<file path="src/olc_pkg.sv">
// Constants, state types and the reset image of the output level control block.
package olc_pkg;

  // ----------------------------------------------------------------------
  // Register map and reset values
  // ----------------------------------------------------------------------
  localparam logic [7:0] OLC_REG_CTRL1  = 8'h00;
  localparam logic [7:0] OLC_REG_CTRL2  = 8'h01;
  localparam logic [7:0] OLC_REG_STATUS = 8'h02;
  localparam logic [7:0] OLC_CTRL1_RST  = 8'h08;
  localparam logic [7:0] OLC_CTRL2_RST  = 8'h09;

  // ----------------------------------------------------------------------
  // Field positions
  // ----------------------------------------------------------------------
  localparam int OLC_SRC_BIT  = 7;
  localparam int OLC_CODE_MSB = 4;
  localparam int OLC_CODE_LSB = 1;
  localparam int OLC_EN_BIT   = 3;

  // ----------------------------------------------------------------------
  // Slave addresses and the address-select pin codes
  // ----------------------------------------------------------------------
  localparam logic [1:0] OLC_ASEL_VCC   = 2'h0;
  localparam logic [1:0] OLC_ASEL_FLOAT = 2'h1;
  localparam logic [1:0] OLC_ASEL_GND   = 2'h2;
  localparam logic [6:0] OLC_ADDR_VCC   = 7'h08;
  localparam logic [6:0] OLC_ADDR_FLOAT = 7'h09;
  localparam logic [6:0] OLC_ADDR_GND   = 7'h10;
  localparam logic [6:0] OLC_ADDR_DIV   = 7'h11;

  // ----------------------------------------------------------------------
  // Output levels in units of 0.1 V and the voltage code limits
  // ----------------------------------------------------------------------
  localparam logic [7:0] OLC_LVL_OFF  = 8'h00;
  localparam logic [7:0] OLC_LVL_134  = 8'h86;
  localparam logic [7:0] OLC_LVL_146  = 8'h92;
  localparam logic [7:0] OLC_LVL_182  = 8'hb6;
  localparam logic [7:0] OLC_LVL_194  = 8'hc2;
  localparam logic [7:0] OLC_LVL_200  = 8'hc8;
  localparam logic [7:0] OLC_LVL_BASE = 8'h6e;
  localparam logic [7:0] OLC_LVL_STEP = 8'h06;
  localparam logic [3:0] OLC_CODE_LIN = 4'hc;
  localparam logic [3:0] OLC_CODE_194 = 4'hd;

  // Bits in one serial byte.
  localparam logic [3:0] OLC_BYTE_BITS = 4'h8;

  // ----------------------------------------------------------------------
  // Serial slave states and the module state image
  // ----------------------------------------------------------------------
  typedef enum logic [8:0] {
    OLC_IDLE      = 9'h001,
    OLC_ADDR      = 9'h002,
    OLC_ADDR_ACK  = 9'h004,
    OLC_REG       = 9'h008,
    OLC_REG_ACK   = 9'h010,
    OLC_WDATA     = 9'h020,
    OLC_WDATA_ACK = 9'h040,
    OLC_RDATA     = 9'h080,
    OLC_RDATA_ACK = 9'h100
  } olc_fsm_t;

  typedef struct packed {
    logic [2:0] scl_s;
    logic [2:0] sda_s;
    logic [2:0] en_s;
    logic [2:0] step_s;
    logic [5:0] asel_s;
    logic       scl_f;
    logic       sda_f;
    logic       en_f;
    logic       step_f;
    logic [1:0] asel_f;
    olc_fsm_t   st;
    logic [3:0] bitcnt;
    logic [7:0] shift;
    logic [7:0] ptr;
    logic       rw;
    logic       sda_oe;
    logic [7:0] ctrl1;
    logic [7:0] ctrl2;
    logic [7:0] level;
  } olc_state_t;

  localparam olc_state_t OLC_STATE_RST = '{
    scl_s: 3'h7, sda_s: 3'h7, scl_f: 1'b1, sda_f: 1'b1, st: OLC_IDLE,
    ctrl1: OLC_CTRL1_RST, ctrl2: OLC_CTRL2_RST, default: '0};

endpackage

</file>
<file path="src/olc_top.sv">
// Serial slave interface and output level selection of the supply regulator.

module olc_top
  import olc_pkg::*;
(
  // Clock and reset.
  input  wire logic       sys_clk_in,
  input  wire logic       rst_in,
  // Two-wire bus pins.
  input  wire logic       scl_in,
  input  wire logic       sda_in,
  output logic            sda_out,
  output logic            sda_oe_out,
  // Level selection and address-select pins.
  input  wire logic       en_pin_in,
  input  wire logic       level_step_pin_in,
  input  wire logic [1:0] addr_sel_in,
  // Selected output level in 0.1 V units.
  output logic [7:0]      regulated_output_level_out
);

  // ----------------------------------------------------------------------
  // Helper functions
  // ----------------------------------------------------------------------

  // Maps the address-select pin state to the slave address.
  function automatic logic [6:0] olc_slave_addr(input logic [1:0] asel);
    if (asel == OLC_ASEL_VCC) begin
      return OLC_ADDR_VCC;
    end else if (asel == OLC_ASEL_FLOAT) begin
      return OLC_ADDR_FLOAT;
    end else if (asel == OLC_ASEL_GND) begin
      return OLC_ADDR_GND;
    end else begin
      return OLC_ADDR_DIV;
    end
  endfunction

  // Chooses the output level from the active source.
  function automatic logic [7:0] olc_level(input logic src, input logic reg_en,
                                           input logic pin_en, input logic pin_scl,
                                           input logic pin_step, input logic [3:0] code);
    if (src) begin
      if (!reg_en) begin
        return OLC_LVL_OFF;
      end else if (code <= OLC_CODE_LIN) begin
        return 8'(OLC_LVL_BASE + OLC_LVL_STEP * {4'h0, code});
      end else if (code == OLC_CODE_194) begin
        return OLC_LVL_194;
      end else begin
        return OLC_LVL_200;
      end
    end else if (!pin_en) begin
      return OLC_LVL_OFF;
    end else begin
      case ({pin_scl, pin_step})
        2'b11:   return OLC_LVL_194;
        2'b10:   return OLC_LVL_146;
        2'b01:   return OLC_LVL_182;
        default: return OLC_LVL_134;
      endcase
    end
  endfunction

  // Returns the register byte seen by a bus read; unmapped offsets read zero.
  function automatic logic [7:0] olc_read(input logic [7:0] p, input logic [7:0] c1,
                                          input logic [7:0] c2, input logic [7:0] lvl);
    if (p == OLC_REG_CTRL1) begin
      return c1;
    end else if (p == OLC_REG_CTRL2) begin
      return c2;
    end else if (p == OLC_REG_STATUS) begin
      return {6'h00, c1[OLC_SRC_BIT], (lvl != OLC_LVL_OFF)};
    end else begin
      return 8'h00;
    end
  endfunction

  // ----------------------------------------------------------------------
  // State and bus events
  // ----------------------------------------------------------------------
  olc_state_t q;
  olc_state_t d;
  logic       scl_rise;
  logic       scl_fall;
  logic       start_c;
  logic       stop_c;
  logic [7:0] rd_byte;

  // Next-state logic: pin filtering, serial slave and level selection.
  always_comb begin
    d = q;
    // Three-stage synchronisers; a change counts once stages two and three agree.
    // Edges come from the filtered clock pin, so both bus rates run one protocol;
    // the only limit is that each clock phase outlasts the filter delay.
    d.scl_s  = {q.scl_s[1:0], scl_in};
    d.sda_s  = {q.sda_s[1:0], sda_in};
    d.en_s   = {q.en_s[1:0], en_pin_in};
    d.step_s = {q.step_s[1:0], level_step_pin_in};
    d.asel_s = {q.asel_s[3:0], addr_sel_in};
    if (q.scl_s[1] == q.scl_s[2]) d.scl_f = q.scl_s[2];
    if (q.sda_s[1] == q.sda_s[2]) d.sda_f = q.sda_s[2];
    if (q.en_s[1] == q.en_s[2]) d.en_f = q.en_s[2];
    if (q.step_s[1] == q.step_s[2]) d.step_f = q.step_s[2];
    if (q.asel_s[3:2] == q.asel_s[5:4]) d.asel_f = q.asel_s[5:4];
    scl_rise = d.scl_f & ~q.scl_f;
    scl_fall = ~d.scl_f & q.scl_f;
    start_c  = q.scl_f & d.scl_f & q.sda_f & ~d.sda_f;
    stop_c   = q.scl_f & d.scl_f & ~q.sda_f & d.sda_f;
    rd_byte  = olc_read(q.ptr, q.ctrl1, q.ctrl2, q.level);
    if (start_c) begin
      // A start, first or repeated, always begins a new address byte.
      d.st     = OLC_ADDR;
      d.bitcnt = 4'h0;
      d.sda_oe = 1'b0;
    end else if (stop_c) begin
      d.st     = OLC_IDLE;
      d.sda_oe = 1'b0;
    end else if (scl_rise) begin
      case (q.st)
        OLC_ADDR, OLC_REG, OLC_WDATA: begin
          d.shift  = {q.shift[6:0], q.sda_f};
          d.bitcnt = 4'(q.bitcnt + 4'h1);
        end
        OLC_RDATA: begin
          d.bitcnt = 4'(q.bitcnt + 4'h1);
        end
        OLC_RDATA_ACK: begin
          if (q.sda_f) d.st = OLC_IDLE;
        end
        default: begin
        end
      endcase
    end else if (scl_fall) begin
      case (q.st)
        OLC_ADDR: begin
          if (q.bitcnt == OLC_BYTE_BITS) begin
            // Fixed 7-bit addresses never match general call or 10-bit headers.
            if (q.shift[7:1] == olc_slave_addr(q.asel_f)) begin
              d.sda_oe = 1'b1;
              d.rw     = q.shift[0];
              d.st     = OLC_ADDR_ACK;
            end else begin
              d.st = OLC_IDLE;
            end
          end
        end
        OLC_ADDR_ACK: begin
          d.bitcnt = 4'h0;
          if (q.rw) begin
            d.shift  = rd_byte;
            d.sda_oe = ~rd_byte[7];
            d.st     = OLC_RDATA;
          end else begin
            d.sda_oe = 1'b0;
            d.st     = OLC_REG;
          end
        end
        OLC_REG: begin
          if (q.bitcnt == OLC_BYTE_BITS) begin
            d.ptr    = q.shift;
            d.sda_oe = 1'b1;
            d.st     = OLC_REG_ACK;
          end
        end
        OLC_REG_ACK, OLC_WDATA_ACK: begin
          d.sda_oe = 1'b0;
          d.bitcnt = 4'h0;
          d.st     = OLC_WDATA;
        end
        OLC_WDATA: begin
          if (q.bitcnt == OLC_BYTE_BITS) begin
            // Writes are taken whatever the enable pin shows.
            if (q.ptr == OLC_REG_CTRL1) begin
              d.ctrl1 = q.shift;
            end else if (q.ptr == OLC_REG_CTRL2) begin
              d.ctrl2 = q.shift;
            end
            d.sda_oe = 1'b1;
            d.st     = OLC_WDATA_ACK;
          end
        end
        OLC_RDATA: begin
          if (q.bitcnt == OLC_BYTE_BITS) begin
            d.sda_oe = 1'b0;
            d.bitcnt = 4'h0;
            d.st     = OLC_RDATA_ACK;
          end else begin
            d.shift  = {q.shift[6:0], 1'b0};
            d.sda_oe = ~q.shift[6];
          end
        end
        OLC_RDATA_ACK: begin
          d.shift  = rd_byte;
          d.sda_oe = ~rd_byte[7];
          d.st     = OLC_RDATA;
        end
        default: begin
        end
      endcase
    end
    // Level follows the source chosen by the source-select bit.
    d.level = olc_level(q.ctrl1[OLC_SRC_BIT], q.ctrl2[OLC_EN_BIT], q.en_f, q.scl_f,
                        q.step_f, q.ctrl1[OLC_CODE_MSB:OLC_CODE_LSB]);
  end

  // State register.
  always_ff @(posedge sys_clk_in or posedge rst_in) begin
    if (rst_in) begin
      q <= OLC_STATE_RST;
    end else begin
      q <= d;
    end
  end

  // Outputs straight from the state; the data pin is only ever pulled low.
  assign sda_out                    = 1'b0;
  assign sda_oe_out                 = q.sda_oe;
  assign regulated_output_level_out = q.level;

  // ----------------------------------------------------------------------
  // Assertions
  // ----------------------------------------------------------------------
  a_pin_off_level: assert property (@(posedge sys_clk_in) disable iff (rst_in)
    (!q.ctrl1[OLC_SRC_BIT] && !q.en_f) |=> (q.level == OLC_LVL_OFF))
    else $error("Pin mode with enable low did not give zero level.");
  a_pin_high_level: assert property (@(posedge sys_clk_in) disable iff (rst_in)
    (!q.ctrl1[OLC_SRC_BIT] && q.en_f && q.scl_f && q.step_f) |=> (q.level == OLC_LVL_194))
    else $error("Pin mode high high did not give 19.4 V.");
  a_reg_ignores_en: assert property (@(posedge sys_clk_in) disable iff (rst_in)
    (q.ctrl1[OLC_SRC_BIT] && q.ctrl2[OLC_EN_BIT] && !q.en_f &&
     q.ctrl1[OLC_CODE_MSB:OLC_CODE_LSB] == 4'h4) |=> (q.level == OLC_LVL_134))
    else $error("Register mode level did not follow the voltage code.");
  a_reg_en_gate: assert property (@(posedge sys_clk_in) disable iff (rst_in)
    (q.ctrl1[OLC_SRC_BIT] && !q.ctrl2[OLC_EN_BIT]) |=> (q.level == OLC_LVL_OFF))
    else $error("Register mode with enable bit clear did not give zero level.");
  a_addr_mismatch: assert property (@(posedge sys_clk_in) disable iff (rst_in)
    (q.st == OLC_ADDR && scl_fall && q.bitcnt == OLC_BYTE_BITS &&
     q.shift[7:1] != olc_slave_addr(q.asel_f)) |=> (!q.sda_oe && q.st == OLC_IDLE))
    else $error("Foreign address was acknowledged.");
  a_ack_held: assert property (@(posedge sys_clk_in) disable iff (rst_in)
    ((q.st == OLC_ADDR_ACK || q.st == OLC_REG_ACK || q.st == OLC_WDATA_ACK) &&
     scl_rise) |-> q.sda_oe)
    else $error("Acknowledge not held low during clock high.");
  a_write_commit: assert property (@(posedge sys_clk_in) disable iff (rst_in)
    (q.st == OLC_WDATA && scl_fall && q.bitcnt == OLC_BYTE_BITS && q.ptr == OLC_REG_CTRL1)
    |=> (q.ctrl1 == $past(q.shift)))
    else $error("Data byte not committed on last falling edge.");
  a_stop_release: assert property (@(posedge sys_clk_in) disable iff (rst_in)
    stop_c |=> (!q.sda_oe && q.st == OLC_IDLE))
    else $error("Data line still pulled after stop.");
  a_start_addr: assert property (@(posedge sys_clk_in) disable iff (rst_in)
    start_c |=> (q.st == OLC_ADDR && q.bitcnt == 4'h0))
    else $error("Start did not begin an address byte.");

  // Properties sample the registered state; all but a_ack_held, a_read_bit and a_idle_release check their consequent one clock later.
  a_pin_mid_level: assert property (@(posedge sys_clk_in) disable iff (rst_in)
    (!q.ctrl1[OLC_SRC_BIT] && q.en_f && !(q.scl_f && q.step_f)) |=>
    (q.level == ($past(q.scl_f) ? OLC_LVL_146 :
                 ($past(q.step_f) ? OLC_LVL_182 : OLC_LVL_134))))
    else $error("Pin mode level did not follow the clock and step pins.");
  a_ptr_load: assert property (@(posedge sys_clk_in) disable iff (rst_in)
    (q.st == OLC_REG && scl_fall && q.bitcnt == OLC_BYTE_BITS) |=>
    (q.ptr == $past(q.shift) && q.sda_oe && q.st == OLC_REG_ACK))
    else $error("Register address byte was not taken and acknowledged.");
  a_ctrl2_commit: assert property (@(posedge sys_clk_in) disable iff (rst_in)
    (q.st == OLC_WDATA && scl_fall && q.bitcnt == OLC_BYTE_BITS && q.ptr == OLC_REG_CTRL2)
    |=> (q.ctrl2 == $past(q.shift) && q.sda_oe))
    else $error("Second control byte not committed on last falling edge.");
  a_addr_ack: assert property (@(posedge sys_clk_in) disable iff (rst_in)
    (q.st == OLC_ADDR && scl_fall && q.bitcnt == OLC_BYTE_BITS &&
     q.shift[7:1] == olc_slave_addr(q.asel_f)) |=> (q.sda_oe && q.st == OLC_ADDR_ACK))
    else $error("Own address was not acknowledged.");
  a_read_bit: assert property (@(posedge sys_clk_in) disable iff (rst_in)
    (q.st == OLC_RDATA) |-> (q.sda_oe != q.shift[7]))
    else $error("Read bit on the data line does not match the shifted byte.");
  a_nack_idle: assert property (@(posedge sys_clk_in) disable iff (rst_in)
    (q.st == OLC_RDATA_ACK && scl_rise && q.sda_f) |=> (q.st == OLC_IDLE && !q.sda_oe))
    else $error("Read byte without acknowledge did not end the transfer.");
  a_idle_release: assert property (@(posedge sys_clk_in) disable iff (rst_in)
    (q.st == OLC_IDLE) |-> !q.sda_oe)
    else $error("Data line pulled while the slave is idle.");

endmodule

</file>
<file path="config.mk">
export PLATFORM = sky130hd
export DESIGN_NAME = olc_top
export DESIGN_NICKNAME = d
export VERILOG_FILES = /design/src/olc_pkg.sv /design/src/olc_top.sv
export SDC_FILE = /design/constraint.sdc
export NUM_CORES = 1
export LEC_CHECK = 0
export BUFFER_PORTS_ARGS = -buffer_cell sky130_fd_sc_hd__buf_2
export CAP_MARGIN = 40
export CORE_UTILIZATION = 40
export CTS_CLUSTER_DIAMETER = 80
export CTS_CLUSTER_SIZE = 16
export DETAILED_ROUTE_END_ITERATION = 6
export PLACE_DENSITY = 0.55
export SLEW_MARGIN = 20
export SYNTH_ARGS = -nofsm -noshare
export SYNTH_HDL_FRONTEND = slang
export SYNTH_SLANG_ARGS = --single-unit
</file>
<file path="constraint.sdc">
create_clock -name sys_clk_in -period 3.5 [get_ports sys_clk_in]
set_input_delay 0.7 -clock sys_clk_in [delete_from_list [all_inputs] [get_ports sys_clk_in]]
set_output_delay 0.7 -clock sys_clk_in [all_outputs]
set_load 0.01 [all_outputs]
</file>
# After elaboration in Yosys (flattened, before gate mapping)
# Cells that the tools add are included.
# Widths: inputs -> output; s select.
[classes]
n_addsub = 2
n_mul = 1
div = 0
magnitude_cmp = 1
n_eq_ne = 46
n_shift = 0
mux = 69
n_bitwise = 16
n_reduce_logical = 22
[ops]
columns = ["operator", "n"]
rows = [
  ["$mux 8", 15],
  ["$mux 17", 6],
  ["$pmux 9 s7", 1],
  ["$mux 9", 6],
  ["$mux 13", 4],
  ["$mux 47", 1],
  ["$mux 21", 2],
  ["$mux 7", 6],
  ["$ne 6x6->1 const B", 6],
  ["$reduce_and 7->1", 4],
  ["$mux 26", 1],
  ["$pmux 8 s3", 1],
  ["$pmux 7 s3", 1],
  ["$ne 4x4->1 const B", 5],
  ["$ne 5x5->1 const B", 4],
  ["$mux 16", 1],
  ["$mux 2", 8],
  ["$reduce_and 8->1", 2],
  ["$reduce_bool 4->1", 3],
  ["$mux 5", 2],
  ["$eq 9x2->1 const B", 1],
  ["$eq 9x3->1 const B", 1],
  ["$eq 9x4->1 const B", 1],
  ["$eq 9x5->1 const B", 1],
  ["41 further kinds", 74],
]
[word_totals]
register_bits = 79
latchBits = 0
ram_bits = 0
mem_bits_ro = 0
inputBits = 8
output_inout_bits = 10
elab_cells = 176
memories = 0

# Longest topological paths before layout
[logic_depth]
ltp_word = 23
depth_mapped = 11

# Worst setup path after synthesis
# OpenSTA, ideal clock, no wires.
[synth_path]
kind = "register -> register"
start = "register q[17] (netlist bit)"
end = "register q (netlist bit regulated_output_level_out[6])"
setup_ns = 0.142
arrival_ns = 2.164
slack_ns = 1.194
stages_incl_launch_ff = 8
cell_sequence = "dfrtp_1 > ha_1 > fa_1 > or3_1 > nand3b_1 > a21boi_0 > o311ai_0 > o211ai_1"
[synth_rtl]
columns = ["element", "line", "source"]
rows = [
  ["start: declaration", "olc_top.sv:82", "olc_state_t q;"],
  ["start signal: assignment", "olc_top.sv:210", "q <= OLC_STATE_RST;"],
  ["start signal: assignment", "olc_top.sv:212", "q <= d;"],
]

==> results.cfg <==
[synthesis]
syn_inst = 376
async_flop_share = 1.00
synth-compound-area-share = 0.112
ys_ff_latch = 78
synth.distinct_cells = 62
ys_seq_area_frac = 0.467
synth_most_common_cell = dfrtp_1
synth_top_family_by_area = simple AND/OR/NAND/NOR gates
synthFlopType = dfrtp_1
synth_edf_count = 0
synth_area_per_cell_um2 = 11.2
muxShareOfSynthArea = 0.148
synthXorXnorAreaFrac = 0.0229
yosysTopAreaCellShare = 0.392
yosysTopAreaCell = dfrtp_1
synthSimpleGateAreaFrac = 0.154
synthTopCellsByArea = dfrtp_1 (39%), dfstp_2 (7.5%), mux2_1 (6.4%), mux2_4 (5.7%), ha_1 (4.8%)
ys.warnings.count = 0
synth_area_um2 = 4210
synth_fa_ha_area_frac = 0.0570
synthTopCellsByCount = dfrtp_1 (66), nand2_1 (26), nor2_1 (25), mux2_1 (24), o21ai_0 (17)

[detailed_routing]
viasPerCell = 5.26
drc = 0
routedWlPerCell_um = 15.7
via_count = 2786
ant_nets = 0
drt_iter0_markers = 102
drt_wl_total_um = 8310
dr.pass1.iters = 4

[sta]
grt_setup_unrepaired = no
slew_headroom = 0.524
skew_ns = 0.0119
period_share = 0.844
max_freq_ghz = 0.338
finalSetupTns_ns = 0
hold_viol_final = 0
final_max_slew_viol_count = 0
setup_violations = 0
worst_pin_slew_ns = 0.713
finalCriticalPeriod_ns = 2.96

[power_and_ir_drop]
power.leakage_uw = 0.00211
design_power_total_uw = 2020
power_density_nw_per_um2 = 442
ir_drop_mv = 0.176

[grt]
met2_usage = 0.278
grt_overflow = 0
antenna_found_initial = 0
grt_use_met1 = 0.214
grt_util_all_layers = 0.166
grt_pass1_wl_um = 14300
grt_max_degree = 43
grt_use_met3 = 0.0381
grt_pass1_vias = 2851
grt_busiest_layer = met2

[floorplan]
row_count = 37
ios = 18
start_util = 0.410
die-height_um = 105
die_w_um = 105
die_area_um2 = 10900
coreArea_um2 = 10300

[worst_setup_path]
critical_path.top_delay_family = simple AND/OR/NAND/NOR gates
cp.arrival_ns = 3.19
cp_common_cell = nand2_1
critPathBufInv = 0
path_cells = a21o_1, o21a_1, ha_1, nor2_1, nand2_1, nor4_2, nand2_1, mux2_1
rrSetupSlack_ns = 0.54
cp_max_fo = 11
crit_path_end_kind = flip-flop
crit_type = flip-flop to flip-flop
cp_data_required_time_ns = 3.74
cp_slowest_cell = dfstp_2
slowest_delay_ns = 0.41
crit_path_start_kind = flip-flop

[cts]
cts_buffer_depth = 2
cts-root-buf = clkbuf_8
numCtsBuffers = 9
cts_tree = built
clock_latency_ns = 0.36
post_cts_buffers = 0
cts_sinks = 78
ctsHoldBuffers = 0
clk_pin_slew_ns = 0.09
h-tree-depth = 3
cts-resized-gates = 0

[placed_design]
place.detailed.hpwl_um = 6090
portBuffers = 15
place.gp.congestion = 0.858

[cells_and_area]
area_growth_syn_to_layout_pct = 8.79
drive_above_1_share = 0.203
nets = 414
antenna_cells = 0

[job]
maxCapViolCount = 0

[hold_path]
hold_path_class = flip-flop to flip-flop

[outcome]
status = completed
cells in the final DEF, fill, tap and decap left out, types with 3 or more instances in the layout:
cell / netlist / routed
or3_1: 3 / 3
mux2_4: 16 / 16
and3b_1: 3 / 3
nand2_1: 26 / 26
o21ai_1: 8 / 8
nand2b_1: 6 / 6
nor2b_1: 8 / 8
clkbuf_8: 0 / 9
a31oi_1: 3 / 3
nor3_1: 6 / 6
inv_1: 14 / 13
ha_1: 16 / 16
a21o_1: 3 / 3
nand3_1: 11 / 11
dfrtp_1: 66 / 66
xor2_1: 4 / 4
o21ai_0: 17 / 17
mux2i_1: 9 / 9
inv_6: 0 / 3
xnor2_1: 7 / 7
mux2_1: 24 / 24
nor2_1: 25 / 25
nor4_1: 4 / 4
buf_4: 11 / 3
buf_2: 1 / 15
a21oi_1: 16 / 16
dfstp_2: 12 / 12
final timing paths:
check                         to  cells past startpoint    from
max in group asynchronous  q[59]                      3  rst_in
setup / recovery           q[15]                      8   q[60]
hold reg to reg            d[69]                      0   d[68]
min in group asynchronous  q[36]                      2  rst_in
setup reg to reg           q[15]                      8   q[60]
hold / removal             d[69]                      0   d[68]
metrics by stage:
step	util	hold WS, ns	worst slack [ns]	cells	area [um2]
3_3_place_gp	0.426	0.334	0.690	514	4380
5_1_grt	0.446	0.373	0.353	530	4580
2_1_floorplan	-	0.331	0.825	377	4220
4_1_cts	0.446	0.352	0.543	530	4580
3_5_place_dp	0.426	0.338	0.557	514	4380
6_report	0.446	0.345	0.545	530	4580
area by class of cell:
type	instances	area, um2
timing repair buffer	18	97.6
sequential	78	1970
clock inverter	7	80.1
tap	136	170
clock buffer	9	124
fill	986	5700
inverter	14	53.8
multi-input combinational	268	2090
kinds of logic after synthesis:
family                     after synthesis
AOI/OAI and AO/OA                       71
xor gates and xnor gates                11
other                                    1
and+or+nand+nor                        114
adders and majority gates               19
muxes                                   51
DFF                                     78
buffers and inverters                   31
routing by layer:
layer	wire length, um	vias up
met5	0	-
met4	93	0
met3	285	8
met2	4050	37
met1	3880	1380
li1	-	1361
state kept, by name, indices dropped and copies added, names as in the netlist:
register,cells
regulated_output_level_out,7
sda_oe_out,1
d,12
q,58
report_power, final:
part           switching (uW)  internal (uW)  total (uW)
logic                     178            126         304
clock network             363            341         703
registers                58.1            958        1020
(Power assumes the default switching activity.)
